<file path="src/verilog/tsc_pkg.sv">
// Constants for the trace status and comparator block.
package tsc_pkg;
    localparam logic [3:0] ADDR_CMP_A_HIGH = 4'h0;
    localparam logic [3:0] ADDR_CMP_A_LOW = 4'h1;
    localparam logic [3:0] ADDR_CMP_B_HIGH = 4'h2;
    localparam logic [3:0] ADDR_CMP_B_LOW = 4'h3;
    localparam logic [3:0] ADDR_CMP_C_HIGH = 4'h4;
    localparam logic [3:0] ADDR_CMP_C_LOW = 4'h5;
    localparam logic [3:0] ADDR_DIRECTION = 4'h6;
    localparam logic [3:0] ADDR_CONTROL = 4'hc;
    localparam logic [3:0] ADDR_TRIGGER = 4'hd;
    localparam logic [3:0] ADDR_STATUS = 4'he;
    localparam logic [3:0] ADDR_COUNT = 4'hf;
    // Control register fields.
    localparam int CTL_ON_BIT = 7;
    localparam int CTL_ARM_BIT = 6;
    localparam int CTL_TAG_BIT = 5;
    localparam int CTL_BRK_BIT = 4;
    localparam int CTL_DEDUPE_BIT = 0;
    // Trigger register fields.
    localparam int TRG_SEL_BIT = 7;
    localparam int TRG_BEGIN_BIT = 6;
    // Direction register fields.
    localparam int DIR_A_QUAL_BIT = 3;
    localparam int DIR_A_SEL_BIT = 2;
    localparam int DIR_B_QUAL_BIT = 1;
    localparam int DIR_B_SEL_BIT = 0;
    // Status register fields.
    localparam int STS_A_BIT = 7;
    localparam int STS_B_BIT = 6;
    localparam int STS_C_BIT = 5;
    localparam int STS_ARM_BIT = 0;
    // Full trigger modes.
    localparam logic [3:0] MODE_A_AND_B = 4'h5;
    localparam logic [3:0] MODE_A_AND_NOT_B = 4'h6;
    // Reset values and FIFO depth in words.
    localparam logic [7:0] RST_CONTROL = 8'hc0;
    localparam logic [7:0] RST_TRIGGER = 8'h00;
    localparam logic [7:0] RST_STATUS = 8'h01;
    localparam logic [3:0] RST_COUNT = 4'h0;
    localparam logic [3:0] FIFO_WORDS = 4'h8;
endpackage

</file>
<file path="src/verilog/tsc_trace_status.sv">
// Trace status flags, fill count and the three comparators; B compares data in the full modes.
//
// The implementer's own choice: strobed register access.
`timescale 1ns/100ps
module tsc_trace_status
    import tsc_pkg::*;
(
    // Clock and resets.
    input wire logic i_clk,
    input wire logic i_reset,
    input wire logic i_sys_reset,
    // Register port.
    input wire logic [3:0] i_addr,
    input wire logic [7:0] i_wdata,
    input wire logic i_wr,
    input wire logic i_rd,
    output logic [7:0] o_rdata,
    // Core buses.
    input wire logic i_core_valid,
    input wire logic i_core_read,
    input wire logic [15:0] i_core_addr,
    input wire logic [7:0] i_core_rdata,
    input wire logic [7:0] i_core_wdata,
    // Trigger and break controller.
    input wire logic i_trigger_hit,
    input wire logic i_flow_change_event,
    input wire logic [15:0] i_flow_addr,
    output logic o_match_a,
    output logic o_match_b,
    output logic o_match_c,
    output logic o_capture_valid,
    output logic [15:0] o_capture_addr,
    output logic o_module_on
);
    logic [7:0] cmp_a_high_ff, cmp_a_low_ff;
    logic [7:0] cmp_b_high_ff, cmp_b_low_ff;
    logic [7:0] cmp_c_high_ff, cmp_c_low_ff;
    logic [3:0] dir_ff;
    logic [7:0] trigger_ff;
    logic module_on_ff, arm_ff, tag_ff, brk_ff, dedupe_ff;
    logic match_a_flag_ff, match_b_flag_ff, match_c_flag_ff;
    logic [3:0] fifo_fill_count_ff;
    logic [7:0] rdata_ff;
    logic match_a_ff, match_b_ff, match_c_ff;
    logic capture_valid_ff;
    logic [15:0] capture_addr_ff;

    logic end_run_reset, full_reset, full_mode, arm_start, running;
    logic write_sel, a_hit, b_hit, c_hit, c_equal, capture, fill_done;
    logic [7:0] data_sel;

    // A system reset ends an enabled end-trigger trace instead of wiping it.
    assign end_run_reset = i_sys_reset & module_on_ff &
                           ~trigger_ff[TRG_BEGIN_BIT];
    assign full_reset = i_reset | (i_sys_reset & ~end_run_reset);
    assign full_mode = (trigger_ff[3:0] == MODE_A_AND_B) ||
                       (trigger_ff[3:0] == MODE_A_AND_NOT_B);
    assign arm_start = i_wr && (i_addr == ADDR_CONTROL) &&
                       i_wdata[CTL_ARM_BIT] && i_wdata[CTL_ON_BIT] && !arm_ff;
    assign running = module_on_ff & arm_ff;

    // Comparisons.
    assign write_sel = dir_ff[DIR_A_QUAL_BIT] & ~dir_ff[DIR_A_SEL_BIT];
    assign data_sel = write_sel ? i_core_wdata : i_core_rdata;
    always_comb begin
        a_hit = i_core_valid &&
                (i_core_addr == {cmp_a_high_ff, cmp_a_low_ff});
        b_hit = 1'b0;
        if (full_mode) begin
            // Both comparators follow comparator A direction bits here.
            a_hit = a_hit && (i_core_read == !write_sel);
            b_hit = i_core_valid && (i_core_read == !write_sel) &&
                    (data_sel == cmp_b_low_ff);
        end else begin
            if (dir_ff[DIR_A_QUAL_BIT]) begin
                a_hit = a_hit && (i_core_read == dir_ff[DIR_A_SEL_BIT]);
            end
            b_hit = i_core_valid &&
                    (i_core_addr == {cmp_b_high_ff, cmp_b_low_ff});
            if (dir_ff[DIR_B_QUAL_BIT]) begin
                b_hit = b_hit && (i_core_read == dir_ff[DIR_B_SEL_BIT]);
            end
        end
        c_hit = i_core_valid && !dedupe_ff &&
                (i_core_addr == {cmp_c_high_ff, cmp_c_low_ff});
    end

    // Flow capture with duplicate suppression.
    assign c_equal = (i_flow_addr == {cmp_c_high_ff, cmp_c_low_ff});
    assign capture = running && i_flow_change_event &&
                     !(dedupe_ff && c_equal);
    assign fill_done = trigger_ff[TRG_BEGIN_BIT] && capture &&
                       (fifo_fill_count_ff == FIFO_WORDS - 4'h1);

    // Match strobes to the trigger and break controller.
    always_ff @(posedge i_clk) begin
        if (full_reset) begin
            match_a_ff <= 1'b0;
            match_b_ff <= 1'b0;
            match_c_ff <= 1'b0;
        end else begin
            match_a_ff <= module_on_ff & a_hit;
            match_b_ff <= module_on_ff & b_hit;
            match_c_ff <= module_on_ff & c_hit;
        end
    end

    // Control register.
    always_ff @(posedge i_clk) begin
        if (full_reset) begin
            module_on_ff <= RST_CONTROL[CTL_ON_BIT];
            arm_ff <= RST_CONTROL[CTL_ARM_BIT];
            tag_ff <= RST_CONTROL[CTL_TAG_BIT];
            brk_ff <= RST_CONTROL[CTL_BRK_BIT];
            dedupe_ff <= RST_CONTROL[CTL_DEDUPE_BIT];
        end else if (end_run_reset) begin
            arm_ff <= 1'b0;
            brk_ff <= 1'b0;
        end else if (i_wr && (i_addr == ADDR_CONTROL)) begin
            module_on_ff <= i_wdata[CTL_ON_BIT];
            arm_ff <= i_wdata[CTL_ARM_BIT] & i_wdata[CTL_ON_BIT];
            tag_ff <= i_wdata[CTL_TAG_BIT];
            brk_ff <= i_wdata[CTL_BRK_BIT];
            dedupe_ff <= i_wdata[CTL_DEDUPE_BIT];
        end else if (running && ((i_trigger_hit &&
                     !trigger_ff[TRG_BEGIN_BIT]) || fill_done)) begin
            arm_ff <= 1'b0;
        end else if (!module_on_ff) begin
            arm_ff <= 1'b0;
        end
    end

    // Trigger and direction registers; trigger setup is frozen while armed.
    always_ff @(posedge i_clk) begin
        if (full_reset) begin
            trigger_ff <= RST_TRIGGER;
            dir_ff <= 4'h0;
        end else if (i_wr && !end_run_reset) begin
            if (i_addr == ADDR_TRIGGER && !arm_ff) begin
                trigger_ff <= {i_wdata[7:6], 2'b00, i_wdata[3:0]};
            end else if (i_addr == ADDR_DIRECTION) begin
                dir_ff <= i_wdata[3:0];
            end
        end
    end

    // Comparator A and B value registers.
    always_ff @(posedge i_clk) begin
        if (full_reset) begin
            cmp_a_high_ff <= 8'h00;
            cmp_a_low_ff <= 8'h00;
            cmp_b_high_ff <= 8'h00;
            cmp_b_low_ff <= 8'h00;
        end else if (i_wr && !end_run_reset) begin
            if (i_addr == ADDR_CMP_A_HIGH) begin
                cmp_a_high_ff <= i_wdata;
            end else if (i_addr == ADDR_CMP_A_LOW) begin
                cmp_a_low_ff <= i_wdata;
            end else if (i_addr == ADDR_CMP_B_HIGH) begin
                cmp_b_high_ff <= i_wdata;
            end else if (i_addr == ADDR_CMP_B_LOW) begin
                cmp_b_low_ff <= i_wdata;
            end
        end
    end

    // Comparator C: software value, or tracked flow address in dedupe mode.
    always_ff @(posedge i_clk) begin
        if (full_reset) begin
            cmp_c_high_ff <= 8'h00;
            cmp_c_low_ff <= 8'h00;
        end else if (end_run_reset) begin
            cmp_c_high_ff <= cmp_c_high_ff;
        end else if (arm_start && i_wdata[CTL_DEDUPE_BIT]) begin
            cmp_c_high_ff <= 8'h00;
            cmp_c_low_ff <= 8'h00;
        end else if (capture && dedupe_ff) begin
            cmp_c_high_ff <= i_flow_addr[15:8];
            cmp_c_low_ff <= i_flow_addr[7:0];
        end else if (i_wr && (i_addr == ADDR_CMP_C_HIGH)) begin
            cmp_c_high_ff <= i_wdata;
        end else if (i_wr && (i_addr == ADDR_CMP_C_LOW)) begin
            cmp_c_low_ff <= i_wdata;
        end
    end

    // Sticky match flags; flags survive a trace-ending reset.
    always_ff @(posedge i_clk) begin
        if (full_reset) begin
            match_a_flag_ff <= RST_STATUS[STS_A_BIT];
            match_b_flag_ff <= RST_STATUS[STS_B_BIT];
            match_c_flag_ff <= RST_STATUS[STS_C_BIT];
        end else if (end_run_reset) begin
            match_a_flag_ff <= match_a_flag_ff;
        end else if (arm_start) begin
            match_a_flag_ff <= 1'b0;
            match_b_flag_ff <= 1'b0;
            match_c_flag_ff <= 1'b0;
        end else if (running) begin
            match_a_flag_ff <= match_a_flag_ff | a_hit;
            match_b_flag_ff <= match_b_flag_ff | b_hit;
            match_c_flag_ff <= match_c_flag_ff | c_hit;
        end
    end

    // Valid-word count; it never counts down on readout.
    always_ff @(posedge i_clk) begin
        if (full_reset) begin
            fifo_fill_count_ff <= RST_COUNT;
        end else if (end_run_reset) begin
            fifo_fill_count_ff <= fifo_fill_count_ff;
        end else if (arm_start) begin
            fifo_fill_count_ff <= RST_COUNT;
        end else if (capture && fifo_fill_count_ff != FIFO_WORDS) begin
            fifo_fill_count_ff <= fifo_fill_count_ff + 4'h1;
        end
    end

    // Captured word handed to the FIFO.
    always_ff @(posedge i_clk) begin
        if (full_reset) begin
            capture_valid_ff <= 1'b0;
            capture_addr_ff <= 16'h0000;
        end else begin
            capture_valid_ff <= capture & ~end_run_reset;
            if (capture) begin
                capture_addr_ff <= i_flow_addr;
            end
        end
    end

    // Read data, one cycle after the strobe; status and count ignore writes.
    always_ff @(posedge i_clk) begin
        if (i_reset) begin
            rdata_ff <= 8'h00;
        end else if (!i_rd) begin
            rdata_ff <= 8'h00;
        end else if (i_addr == ADDR_STATUS) begin
            rdata_ff <= {match_a_flag_ff, match_b_flag_ff, match_c_flag_ff,
                         4'h0, arm_ff & module_on_ff};
        end else if (i_addr == ADDR_COUNT) begin
            rdata_ff <= {4'h0, fifo_fill_count_ff};
        end else if (i_addr == ADDR_CONTROL) begin
            rdata_ff <= {module_on_ff, arm_ff, tag_ff, brk_ff, 3'b000,
                         dedupe_ff};
        end else if (i_addr == ADDR_TRIGGER) begin
            rdata_ff <= trigger_ff;
        end else if (i_addr == ADDR_DIRECTION) begin
            rdata_ff <= {4'h0, dir_ff};
        end else if (i_addr == ADDR_CMP_A_HIGH) begin
            rdata_ff <= cmp_a_high_ff;
        end else if (i_addr == ADDR_CMP_A_LOW) begin
            rdata_ff <= cmp_a_low_ff;
        end else if (i_addr == ADDR_CMP_B_HIGH) begin
            rdata_ff <= cmp_b_high_ff;
        end else if (i_addr == ADDR_CMP_B_LOW) begin
            rdata_ff <= cmp_b_low_ff;
        end else if (i_addr == ADDR_CMP_C_HIGH) begin
            rdata_ff <= cmp_c_high_ff;
        end else if (i_addr == ADDR_CMP_C_LOW) begin
            rdata_ff <= cmp_c_low_ff;
        end else begin
            rdata_ff <= 8'h00;
        end
    end

    assign o_rdata = rdata_ff;
    assign o_match_a = match_a_ff;
    assign o_match_b = match_b_ff;
    assign o_match_c = match_c_ff;
    assign o_capture_valid = capture_valid_ff;
    assign o_capture_addr = capture_addr_ff;
    assign o_module_on = module_on_ff;

    a_flag_a_set: assert property (@(posedge i_clk)
        disable iff (full_reset)
        running && a_hit && !arm_start && !end_run_reset |=> match_a_flag_ff)
        else $error("flag A not set after match");

    a_arm_status: assert property (@(posedge i_clk)
        disable iff (i_reset)
        i_rd && i_addr == ADDR_STATUS |=>
        o_rdata[0] == $past(arm_ff & module_on_ff))
        else $error("armed status bit wrong");

    a_reset_values: assert property (@(posedge i_clk)
        full_reset |=> !match_a_flag_ff && !match_b_flag_ff &&
        !match_c_flag_ff && arm_ff)
        else $error("reset values wrong");

    a_end_run_keep: assert property (@(posedge i_clk)
        disable iff (i_reset)
        end_run_reset |=> !arm_ff && $stable(match_a_flag_ff) &&
        $stable(match_b_flag_ff) && $stable(match_c_flag_ff) &&
        $stable(fifo_fill_count_ff))
        else $error("end-run reset disturbed state");

    a_count_range: assert property (@(posedge i_clk)
        disable iff (i_reset)
        fifo_fill_count_ff <= FIFO_WORDS)
        else $error("count beyond eight");

    a_count_sat: assert property (@(posedge i_clk)
        disable iff (full_reset)
        fifo_fill_count_ff == FIFO_WORDS && !arm_start |=>
        fifo_fill_count_ff == FIFO_WORDS)
        else $error("count left saturation");

    a_count_step: assert property (@(posedge i_clk)
        disable iff (full_reset)
        capture && !arm_start && !end_run_reset &&
        fifo_fill_count_ff < FIFO_WORDS |=>
        fifo_fill_count_ff == $past(fifo_fill_count_ff) + 4'h1)
        else $error("count did not advance");

    a_idle_off: assert property (@(posedge i_clk)
        disable iff (full_reset)
        !module_on_ff |=> !capture_valid_ff && !match_a_ff)
        else $error("activity while module off");

    a_cmp_a_match: assert property (@(posedge i_clk)
        disable iff (full_reset)
        module_on_ff && i_core_valid && !full_mode &&
        !dir_ff[DIR_A_QUAL_BIT] &&
        i_core_addr == {cmp_a_high_ff, cmp_a_low_ff} |=> match_a_ff)
        else $error("comparator A missed its address");

    a_full_write: assert property (@(posedge i_clk)
        disable iff (full_reset)
        module_on_ff && full_mode && i_core_valid && !i_core_read &&
        dir_ff[DIR_A_QUAL_BIT] && !dir_ff[DIR_A_SEL_BIT] &&
        i_core_wdata == cmp_b_low_ff |=> match_b_ff)
        else $error("full mode write data compare missed");

    a_full_read: assert property (@(posedge i_clk)
        disable iff (full_reset)
        module_on_ff && full_mode && i_core_valid && i_core_read &&
        !(dir_ff[DIR_A_QUAL_BIT] && !dir_ff[DIR_A_SEL_BIT]) &&
        i_core_rdata == cmp_b_low_ff |=> match_b_ff)
        else $error("full mode read data compare missed");

    a_cmp_c_match: assert property (@(posedge i_clk)
        disable iff (full_reset)
        module_on_ff && !dedupe_ff && i_core_valid &&
        i_core_addr == {cmp_c_high_ff, cmp_c_low_ff} |=> match_c_ff)
        else $error("comparator C missed its address");

    a_c_no_break: assert property (@(posedge i_clk)
        disable iff (full_reset)
        dedupe_ff |=> !match_c_ff)
        else $error("comparator C matched in dedupe mode");

    a_c_arm_clear: assert property (@(posedge i_clk)
        disable iff (full_reset)
        arm_start && i_wdata[CTL_DEDUPE_BIT] && !end_run_reset |=>
        {cmp_c_high_ff, cmp_c_low_ff} == 16'h0000)
        else $error("comparator C not cleared on arming");

    a_dedupe_skip: assert property (@(posedge i_clk)
        disable iff (full_reset)
        dedupe_ff && i_flow_change_event && c_equal |=> !capture_valid_ff)
        else $error("duplicate flow address captured");

    a_c_tracks: assert property (@(posedge i_clk)
        disable iff (full_reset)
        capture && dedupe_ff && !end_run_reset && !arm_start |=>
        {cmp_c_high_ff, cmp_c_low_ff} == $past(i_flow_addr))
        else $error("comparator C did not track");

    a_end_disarm: assert property (@(posedge i_clk)
        disable iff (full_reset)
        running && i_trigger_hit && !trigger_ff[TRG_BEGIN_BIT] && !i_wr |=>
        !arm_ff)
        else $error("arm survived end trigger");

    a_arm_clears: assert property (@(posedge i_clk)
        disable iff (full_reset)
        arm_start && !end_run_reset |=> !match_a_flag_ff &&
        !match_b_flag_ff && !match_c_flag_ff &&
        fifo_fill_count_ff == RST_COUNT)
        else $error("arming did not clear state");

    a_status_zeros: assert property (@(posedge i_clk)
        disable iff (i_reset)
        i_rd && i_addr == ADDR_STATUS |=> o_rdata[4:1] == 4'h0)
        else $error("status unused bits not zero");

    a_count_zeros: assert property (@(posedge i_clk)
        disable iff (i_reset)
        i_rd && i_addr == ADDR_COUNT |=> o_rdata[7:4] == 4'h0)
        else $error("count unused bits not zero");
endmodule

</file>
<file path="config.mk">
export PLATFORM = sky130hd
export DESIGN_NAME = tsc_trace_status
export DESIGN_NICKNAME = d
export VERILOG_FILES = /design/src/verilog/tsc_pkg.sv /design/src/verilog/tsc_trace_status.sv
export SDC_FILE = /design/constraint.sdc
export NUM_CORES = 1
export LEC_CHECK = 0
export BUFFER_PORTS_ARGS = -buffer_cell sky130_fd_sc_hd__buf_2
export CAP_MARGIN = 20
export CELL_PAD_IN_SITES_DETAIL_PLACEMENT = 1
export CELL_PAD_IN_SITES_GLOBAL_PLACEMENT = 1
export CORE_ASPECT_RATIO = 1.4
export CORE_MARGIN = 2
export CORE_UTILIZATION = 40
export CTS_CLUSTER_SIZE = 8
export DETAILED_ROUTE_END_ITERATION = 10
export GPL_ROUTABILITY_DRIVEN = 0
export HOLD_SLACK_MARGIN = 0.1
export MAX_ROUTING_LAYER = met4
export PLACE_DENSITY_LB_ADDON = 0.1
export RECOVER_POWER = 50
export SYNTH_ARGS = -nofsm -noshare
export SYNTH_HDL_FRONTEND = slang
export SYNTH_SLANG_ARGS = --single-unit
</file>
<file path="constraint.sdc">
create_clock -name i_clk -period 3.65 [get_ports i_clk]
set_input_delay 0.9125 -clock i_clk [delete_from_list [all_inputs] [get_ports i_clk]]
set_output_delay 0.9125 -clock i_clk [all_outputs]
set_load 0.05 [all_outputs]
</file>
* After elaboration in Yosys (flattened, before gate mapping)
Cells that the tools add are included.
Widths: inputs -> output; s select.
** Storage, ports and cells
- Register bits :: 98
- Input bits :: 69
- Output and inout port bits :: 29
** Operators by class
- Add/subtract/negate cells :: 1
- Equal/unequal tests :: 24
- Mux-type cells :: 35
- Bitwise logic cells :: 22
- Reductions and logical operators :: 55
** Operator list (count)
- $mux 8 :: 19
- $eq 16x16->1 :: 4
- $logic_and 1x1->1 :: 27
- $eq 4x3->1 const B :: 6
- $eq 4x4->1 const B :: 4
- $mux 1 :: 14
- $reduce_and 2->1 :: 6
- $and 1x1->1 :: 10
- $reduce_and 3->1 :: 3
- $eq 4x2->1 const B :: 2
- $eq 8x8->1 :: 1
- $mux 4 :: 2
- $not 1->1 :: 8
- $logic_not 1->1 :: 6
- $reduce_bool 3->1 :: 2
- $reduce_and 5->1 :: 1
- $add 4x1->4 const B :: 1
- $eq 4x1->1 const B :: 1
- $logic_not 4->1 :: 1
- $ne 4x1->1 const B :: 1
- $ne 4x4->1 const B :: 1
- $or 1x1->1 :: 4
- $reduce_and 4->1 :: 1
- $reduce_bool 2->1 :: 2
- 6 further kinds :: 10

* Depth between registers and ports, before layout
- Depth after elaboration :: 12
- Depth in mapped cells :: 8

* Worst setup path before layout
No wires, ideal clock.
- Path kind :: input-to-reg
- Start point :: input i_addr[1]
- End point :: register rdata_ff[1] (netlist: o_rdata[1])
- Arrival :: 2.259 ns
- Slack :: 1.305 ns
- Stages on the path :: 7
- Buffers on the path :: 1
- Path through :: buf_6 -> or3b_1 -> a211o_1 -> o211ai_2 -> o311ai_1 -> a32o_1 -> a221oi_2
** On the way
- Cells in the longest elaborated chain, start to end :: 11
- Elaborated cells between the ends (all ways) :: 22
- Those cells by class :: 10 x eq/ne; 10 x mux; 2 x reduce/logical
** Ends and longest elaborated chain
- start: declaration :: RTL line tsc_trace_status.sv:13 : input wire logic [3:0] i_addr,
- $eq 4x3->1 :: RTL line tsc_trace_status.sv:260 : end else if (i_addr == ADDR_CMP_C_LOW) begin
- $mux 8 :: RTL line tsc_trace_status.sv:260
- $mux 8 :: RTL line tsc_trace_status.sv:258 : end else if (i_addr == ADDR_CMP_C_HIGH) begin
- $mux 8 :: RTL line tsc_trace_status.sv:256 : end else if (i_addr == ADDR_CMP_B_LOW) begin
- $mux 8 :: RTL line tsc_trace_status.sv:254 : end else if (i_addr == ADDR_CMP_B_HIGH) begin
- $mux 8 :: RTL line tsc_trace_status.sv:252 : end else if (i_addr == ADDR_CMP_A_LOW) begin
- $mux 8 :: RTL line tsc_trace_status.sv:250 : end else if (i_addr == ADDR_CMP_A_HIGH) begin
- $mux 8 :: RTL line tsc_trace_status.sv:248 : end else if (i_addr == ADDR_DIRECTION) begin
- $mux 8 :: RTL line tsc_trace_status.sv:246 : end else if (i_addr == ADDR_TRIGGER) begin
- $mux 8 :: RTL line tsc_trace_status.sv:243 : end else if (i_addr == ADDR_CONTROL) begin
- $mux 8 :: RTL line tsc_trace_status.sv:241 : end else if (i_addr == ADDR_COUNT) begin
- end signal: assignment :: RTL line tsc_trace_status.sv:242 : rdata_ff <= {4'h0, fifo_fill_count_ff};
- end signal: assignment :: RTL line tsc_trace_status.sv:244 : rdata_ff <= {module_on_ff, arm_ff, tag_ff, brk_ff, 3'b000,
- end signal: assignment :: RTL line tsc_trace_status.sv:247 : rdata_ff <= trigger_ff;
- end: declaration :: RTL line tsc_trace_status.sv:43 : logic [7:0] rdata_ff;
Parallel ways exist; a longest one is shown, timed or not.
A chain may end at the register's enable or synchronous reset.

* Worst setup path in the final report
- Start point :: input i_sys_reset
- End point :: register cmp_b_high_ff[1]
** On the way
- Cells in the longest elaborated chain, start to end :: 5
- Elaborated cells between the ends (all ways) :: 8
- Those cells by class :: 5 x bitwise; 3 x reduce/logical
** Ends and longest elaborated chain
- start: declaration :: RTL line tsc_trace_status.sv:11 : input wire logic i_sys_reset,
- $and 1x1->1 (2 in a row) :: RTL line tsc_trace_status.sv:53 : assign end_run_reset = i_sys_reset & module_on_ff &
- $logic_not 1->1 or $not 1->1 (tied branches)
- $logic_and 1x1->1 or $and 1x1->1 (tied branches) :: RTL line tsc_trace_status.sv:154, tsc_trace_status.sv:55
- $reduce_and 4->1 (no source line) or $or 1x1->1 (tied branches)
- end signal: assignment :: RTL line tsc_trace_status.sv:160 : cmp_b_high_ff <= i_wdata;
- end: declaration :: RTL line tsc_trace_status.sv:36 : logic [7:0] cmp_b_high_ff, cmp_b_low_ff;
Parallel ways exist; a longest one is shown, timed or not.

==> results list <==
* Slew of the pin with the lowest slew margin: between 1000 and 1500 ps
- Horizontal die dimension: 105 um
- The average instance in the mapped netlist occupies 8.53 um2.
- Portion of total power attributed to combinational logic: 0.161
- Number of violations of the max-capacitance limit: 0
- Final critical path time including I/O delays and setup: 3090 ps
- In the final layout, flip-flops and latches occupy 0.00196 mm2.
- After filler insertion, the fill cell instance count of the layout stands at 1777.
* Reported net switching power: approximately 720 uW
- The number of global-route vias before repair came to 5890.
- Of all nets on the critical path, the largest fanout is 9.
* Number of setup buffers added after CTS: 0
* P_int: 1.67 mW
* Total placed cells including tap cells: ~920
- Skew final: approximately 6.0 ps
- The share of total power dissipated in sequential elements is 0.463.
- Path category of the worst min-delay check: flop to flop
* Wire length reported by the detailed router: 22200 um
* Result of the run: finished, final reports clean
* Worst hold-check slack: 496 ps
- RSZ-0062 raised after global routing: false
* Floorplan die area: ~0.015 mm2
- Post-synthesis share of cell area spent on and, or, nand and nor gates: 0.185
- Cell with the most instances after synthesis: dfxtp_1
* Clock latency on the worst-skew pair: 350 ps
- Entering global routing, the biggest net connects 32 pins.
- Clock-pin slew on the worst setup and hold paths: approximately 70 ps
- First-pass GRT wire length: 34000 um
- Total count of max-transition violations in the final report: 0
* Die Ht: between 100 and 150 um
- Of the available clock period, the critical path in the final layout requires 0.845.
- Number of synthesized flops with an enable pin: 0
- Distinct cell type count of the synthesized netlist: 62
* Layout Area Growth over Synthesis: 14.5%
- Number of rows created at floorplan: 51
* Dominant combinational cell family by area after synthesis: simple AND/OR/NAND/NOR gates
- Post-Syn Instances: 666
- Timing would allow up to 324 MHz.
- After synthesis, the share of flip-flops with an asynchronous set or reset is 0.
- The completed layout was analyzed and its total power is 2.39 mW.
- For the worst setup path, the data required time is 3880 ps.
* Detailed router's first-iteration violation count: roughly 300
- Max IR drop VDD: 0.247 mV
* Number of detailed-route iterations in the first pass: 5
- Ratio of cells with drive above 1 in the final layout: 0.146
- Switching share of power: 0.301
- Cell depth of the worst hold path: 2
* Core Box Area: around 0.014 mm2
- Cell area after technology mapping: between 0.005 and 0.006 mm2
* Worst setup EP type: flop
* Power density cells: 368 mW/mm2
* Sequential cell area fraction in the yosys report: 0.345
* Final hold violations: 0
* Xor and xnor area share after synthesis: 0.119
- Antenna violations before repair: 0
* Average wire per cell in the routed design: 23.8 um
- Sum of negative setup slack: 0 ps
- R2R depth: 7
- Of the post-synthesis cell area, the dominant cell type holds 0.345.
* Antenna diodes: 0
- TritonCTS built the clock tree.
* Static power due to leakage: 2.64 nW
- H-tree levels: 3
* Clock network fraction of total power: 0.376
* Worst slack after detailed placement: 607 ps
- Clock tree synthesis inserted a total of 9 buffers.
* Number of port buffers: 97
- Dominant register cell in the synthesized netlist: dfxtp_1
* Multi-input gate area in the final layout: between 0.003 and 0.004 mm2
- Crit path arrival time: 3310 ps
* Number of nets in the finished design: 816
- Sinks on Clock Net: 98
- Worst slew margin relative to its limit: 0.170
* Vias after detailed routing: roughly 5.4k
* Final standard cell count with taps included and fillers excluded: roughly 930
* Maximum buffer depth of the clock tree: 2
- Flip-flop and latch count after synthesis: 98
- Of the total synthesized cell area, the portion taken by full adders, half adders and majority gates is 0.00440.
* Startpoint class of the critical path: primary input
- Sorting the synthesized cells by area gives the leading types as dfxtp_1 35%, mux2i_1 12%, xnor2_1 6.0%.
* CTS Hold Buffers Added: 0
- Number of gates given a new drive strength after cts: 0
- Top cell types by occurrence after synthesis: 98 x dfxtp_1, 70 x mux2i_1, 62 x nor2_1
* Remaining number of nets flagged by the antenna check after routing: 0
- Summed over all layers, the global routing overflow is 0.
* Detailed placer's ending HPWL: 17300 um
* Vias per Instance: ~5.8
- Setup violations remaining at the end of the flow were counted as 0.
* Setup Crit Path Kind: primary input to flop
* Share of the synthesized area in compound gates (AO/OA/AOI/OAI): 0.173
- Count of unresolved DRC violations after routing: 0
* Multiplexer fraction of the synthesized cell area: 0.129
- For this run, the number of Yosys warnings is 0.
- Yosys top cell by area: dfxtp_1
* Cell at the root of the clock tree: clkbuf_16
- All-layer global routing usage: 0.303
* I/O pin count: 98
- The worst path meets setup with 565 ps of slack.
* Starting Density: 0.409
* Number of nets in the synthesized netlist: 737
## per-stage QoR
step                area, um2   util
CTS                      6570  0.472
floorplan                5680      -
finish                   6510  0.468
global route             6510  0.468
detailed placement       6300  0.453
global placement         6300  0.453
## critical path, cell delays in order
cell	delay [ps]
clkbuf_1	160
nand3b_1	150
nand2_1	180
nor3_1	980
clkbuf_1	380
nand2_1	290
nand2_1	170
a21oi_1	70
## cell families (layout without fill, tap and decap cells)
logic type | Yosys count | count (layout)
xor gates and xnor gates | 77 | 77
adders and majority gates | 2 | 2
muxes | 73 | 73
buffers and inverters | 55 | 138
AOI/OAI and AO/OA | 144 | 144
and+or+nand+nor | 217 | 217
DFF | 98 | 98
## flip-flops by register name, summed over array words and instances (netlist names), 4 cells and up
register / flops
cmp_a_high_ff: 8
cmp_a_low_ff: 8
cmp_b_high_ff: 8
cmp_b_low_ff: 8
cmp_c_high_ff: 8
cmp_c_low_ff: 8
dir_ff: 4
fifo_fill_count_ff: 4
o_capture_addr: 16
o_rdata: 8
trigger_ff: 6
## placed cells by master (no fill, tap or decap), types with 4 or more instances in the layout
cell type,n
nor3_2,4
inv_1,12
a21oi_1,56
buf_2,64
o21ai_0,20
a211oi_1,5
nand2b_1,5
nor3_1,14
o2bb2ai_1,17
mux2i_1,70
clkbuf_1,34
xor2_1,38
nor2_1,62
dfxtp_1,98
nor2b_1,4
a221o_1,4
nand2_1,59
nand4_1,11
clkbuf_16,9
nand3_1,32
xnor2_1,39
buf_4,13
nor4_1,10
## layer usage
layer	track usage	share of wire
met4	0.138	0.049
met3	0.0436	0.041
met2	0.530	0.51
met1	0.337	0.40
met5	-	0
## area by class of cell
class	instances	area share
flip-flops and latches	98	0.301
multi-input cells	513	0.531
clock buffers	9	0.0346
clock inverters	6	0.00654
inverters	12	0.00692
well taps	185	0.0356
repair buffers	111	0.0838
## power by group through the flow
stage / registers [mW] / clock network, mW / logic (mW)
5_1_grt: 1.11 / 0.957 / 0.412
2_1_floorplan: 1.17 / 0 / 0.199
6_report: 1.11 / 0.899 / 0.386
4_1_cts: 1.11 / 0.917 / 0.390
3_3_place_gp: 1.13 / 0 / 0.380
3_5_place_dp: 1.13 / 0 / 0.388
## worst paths after layout
| path | start | end | slack (ps) |
|---|---|---|---|
| max | i_sys_reset | cmp_b_high_ff[1] | 560 |
| min reg2reg | o_capture_addr[11] | o_capture_addr[11] | 500 |
| min | o_capture_addr[11] | o_capture_addr[11] | 500 |
| max reg2reg | trigger_ff[6] | cmp_b_high_ff[1] | 860 |
Note: power is estimated with default switching activity, not from simulation.
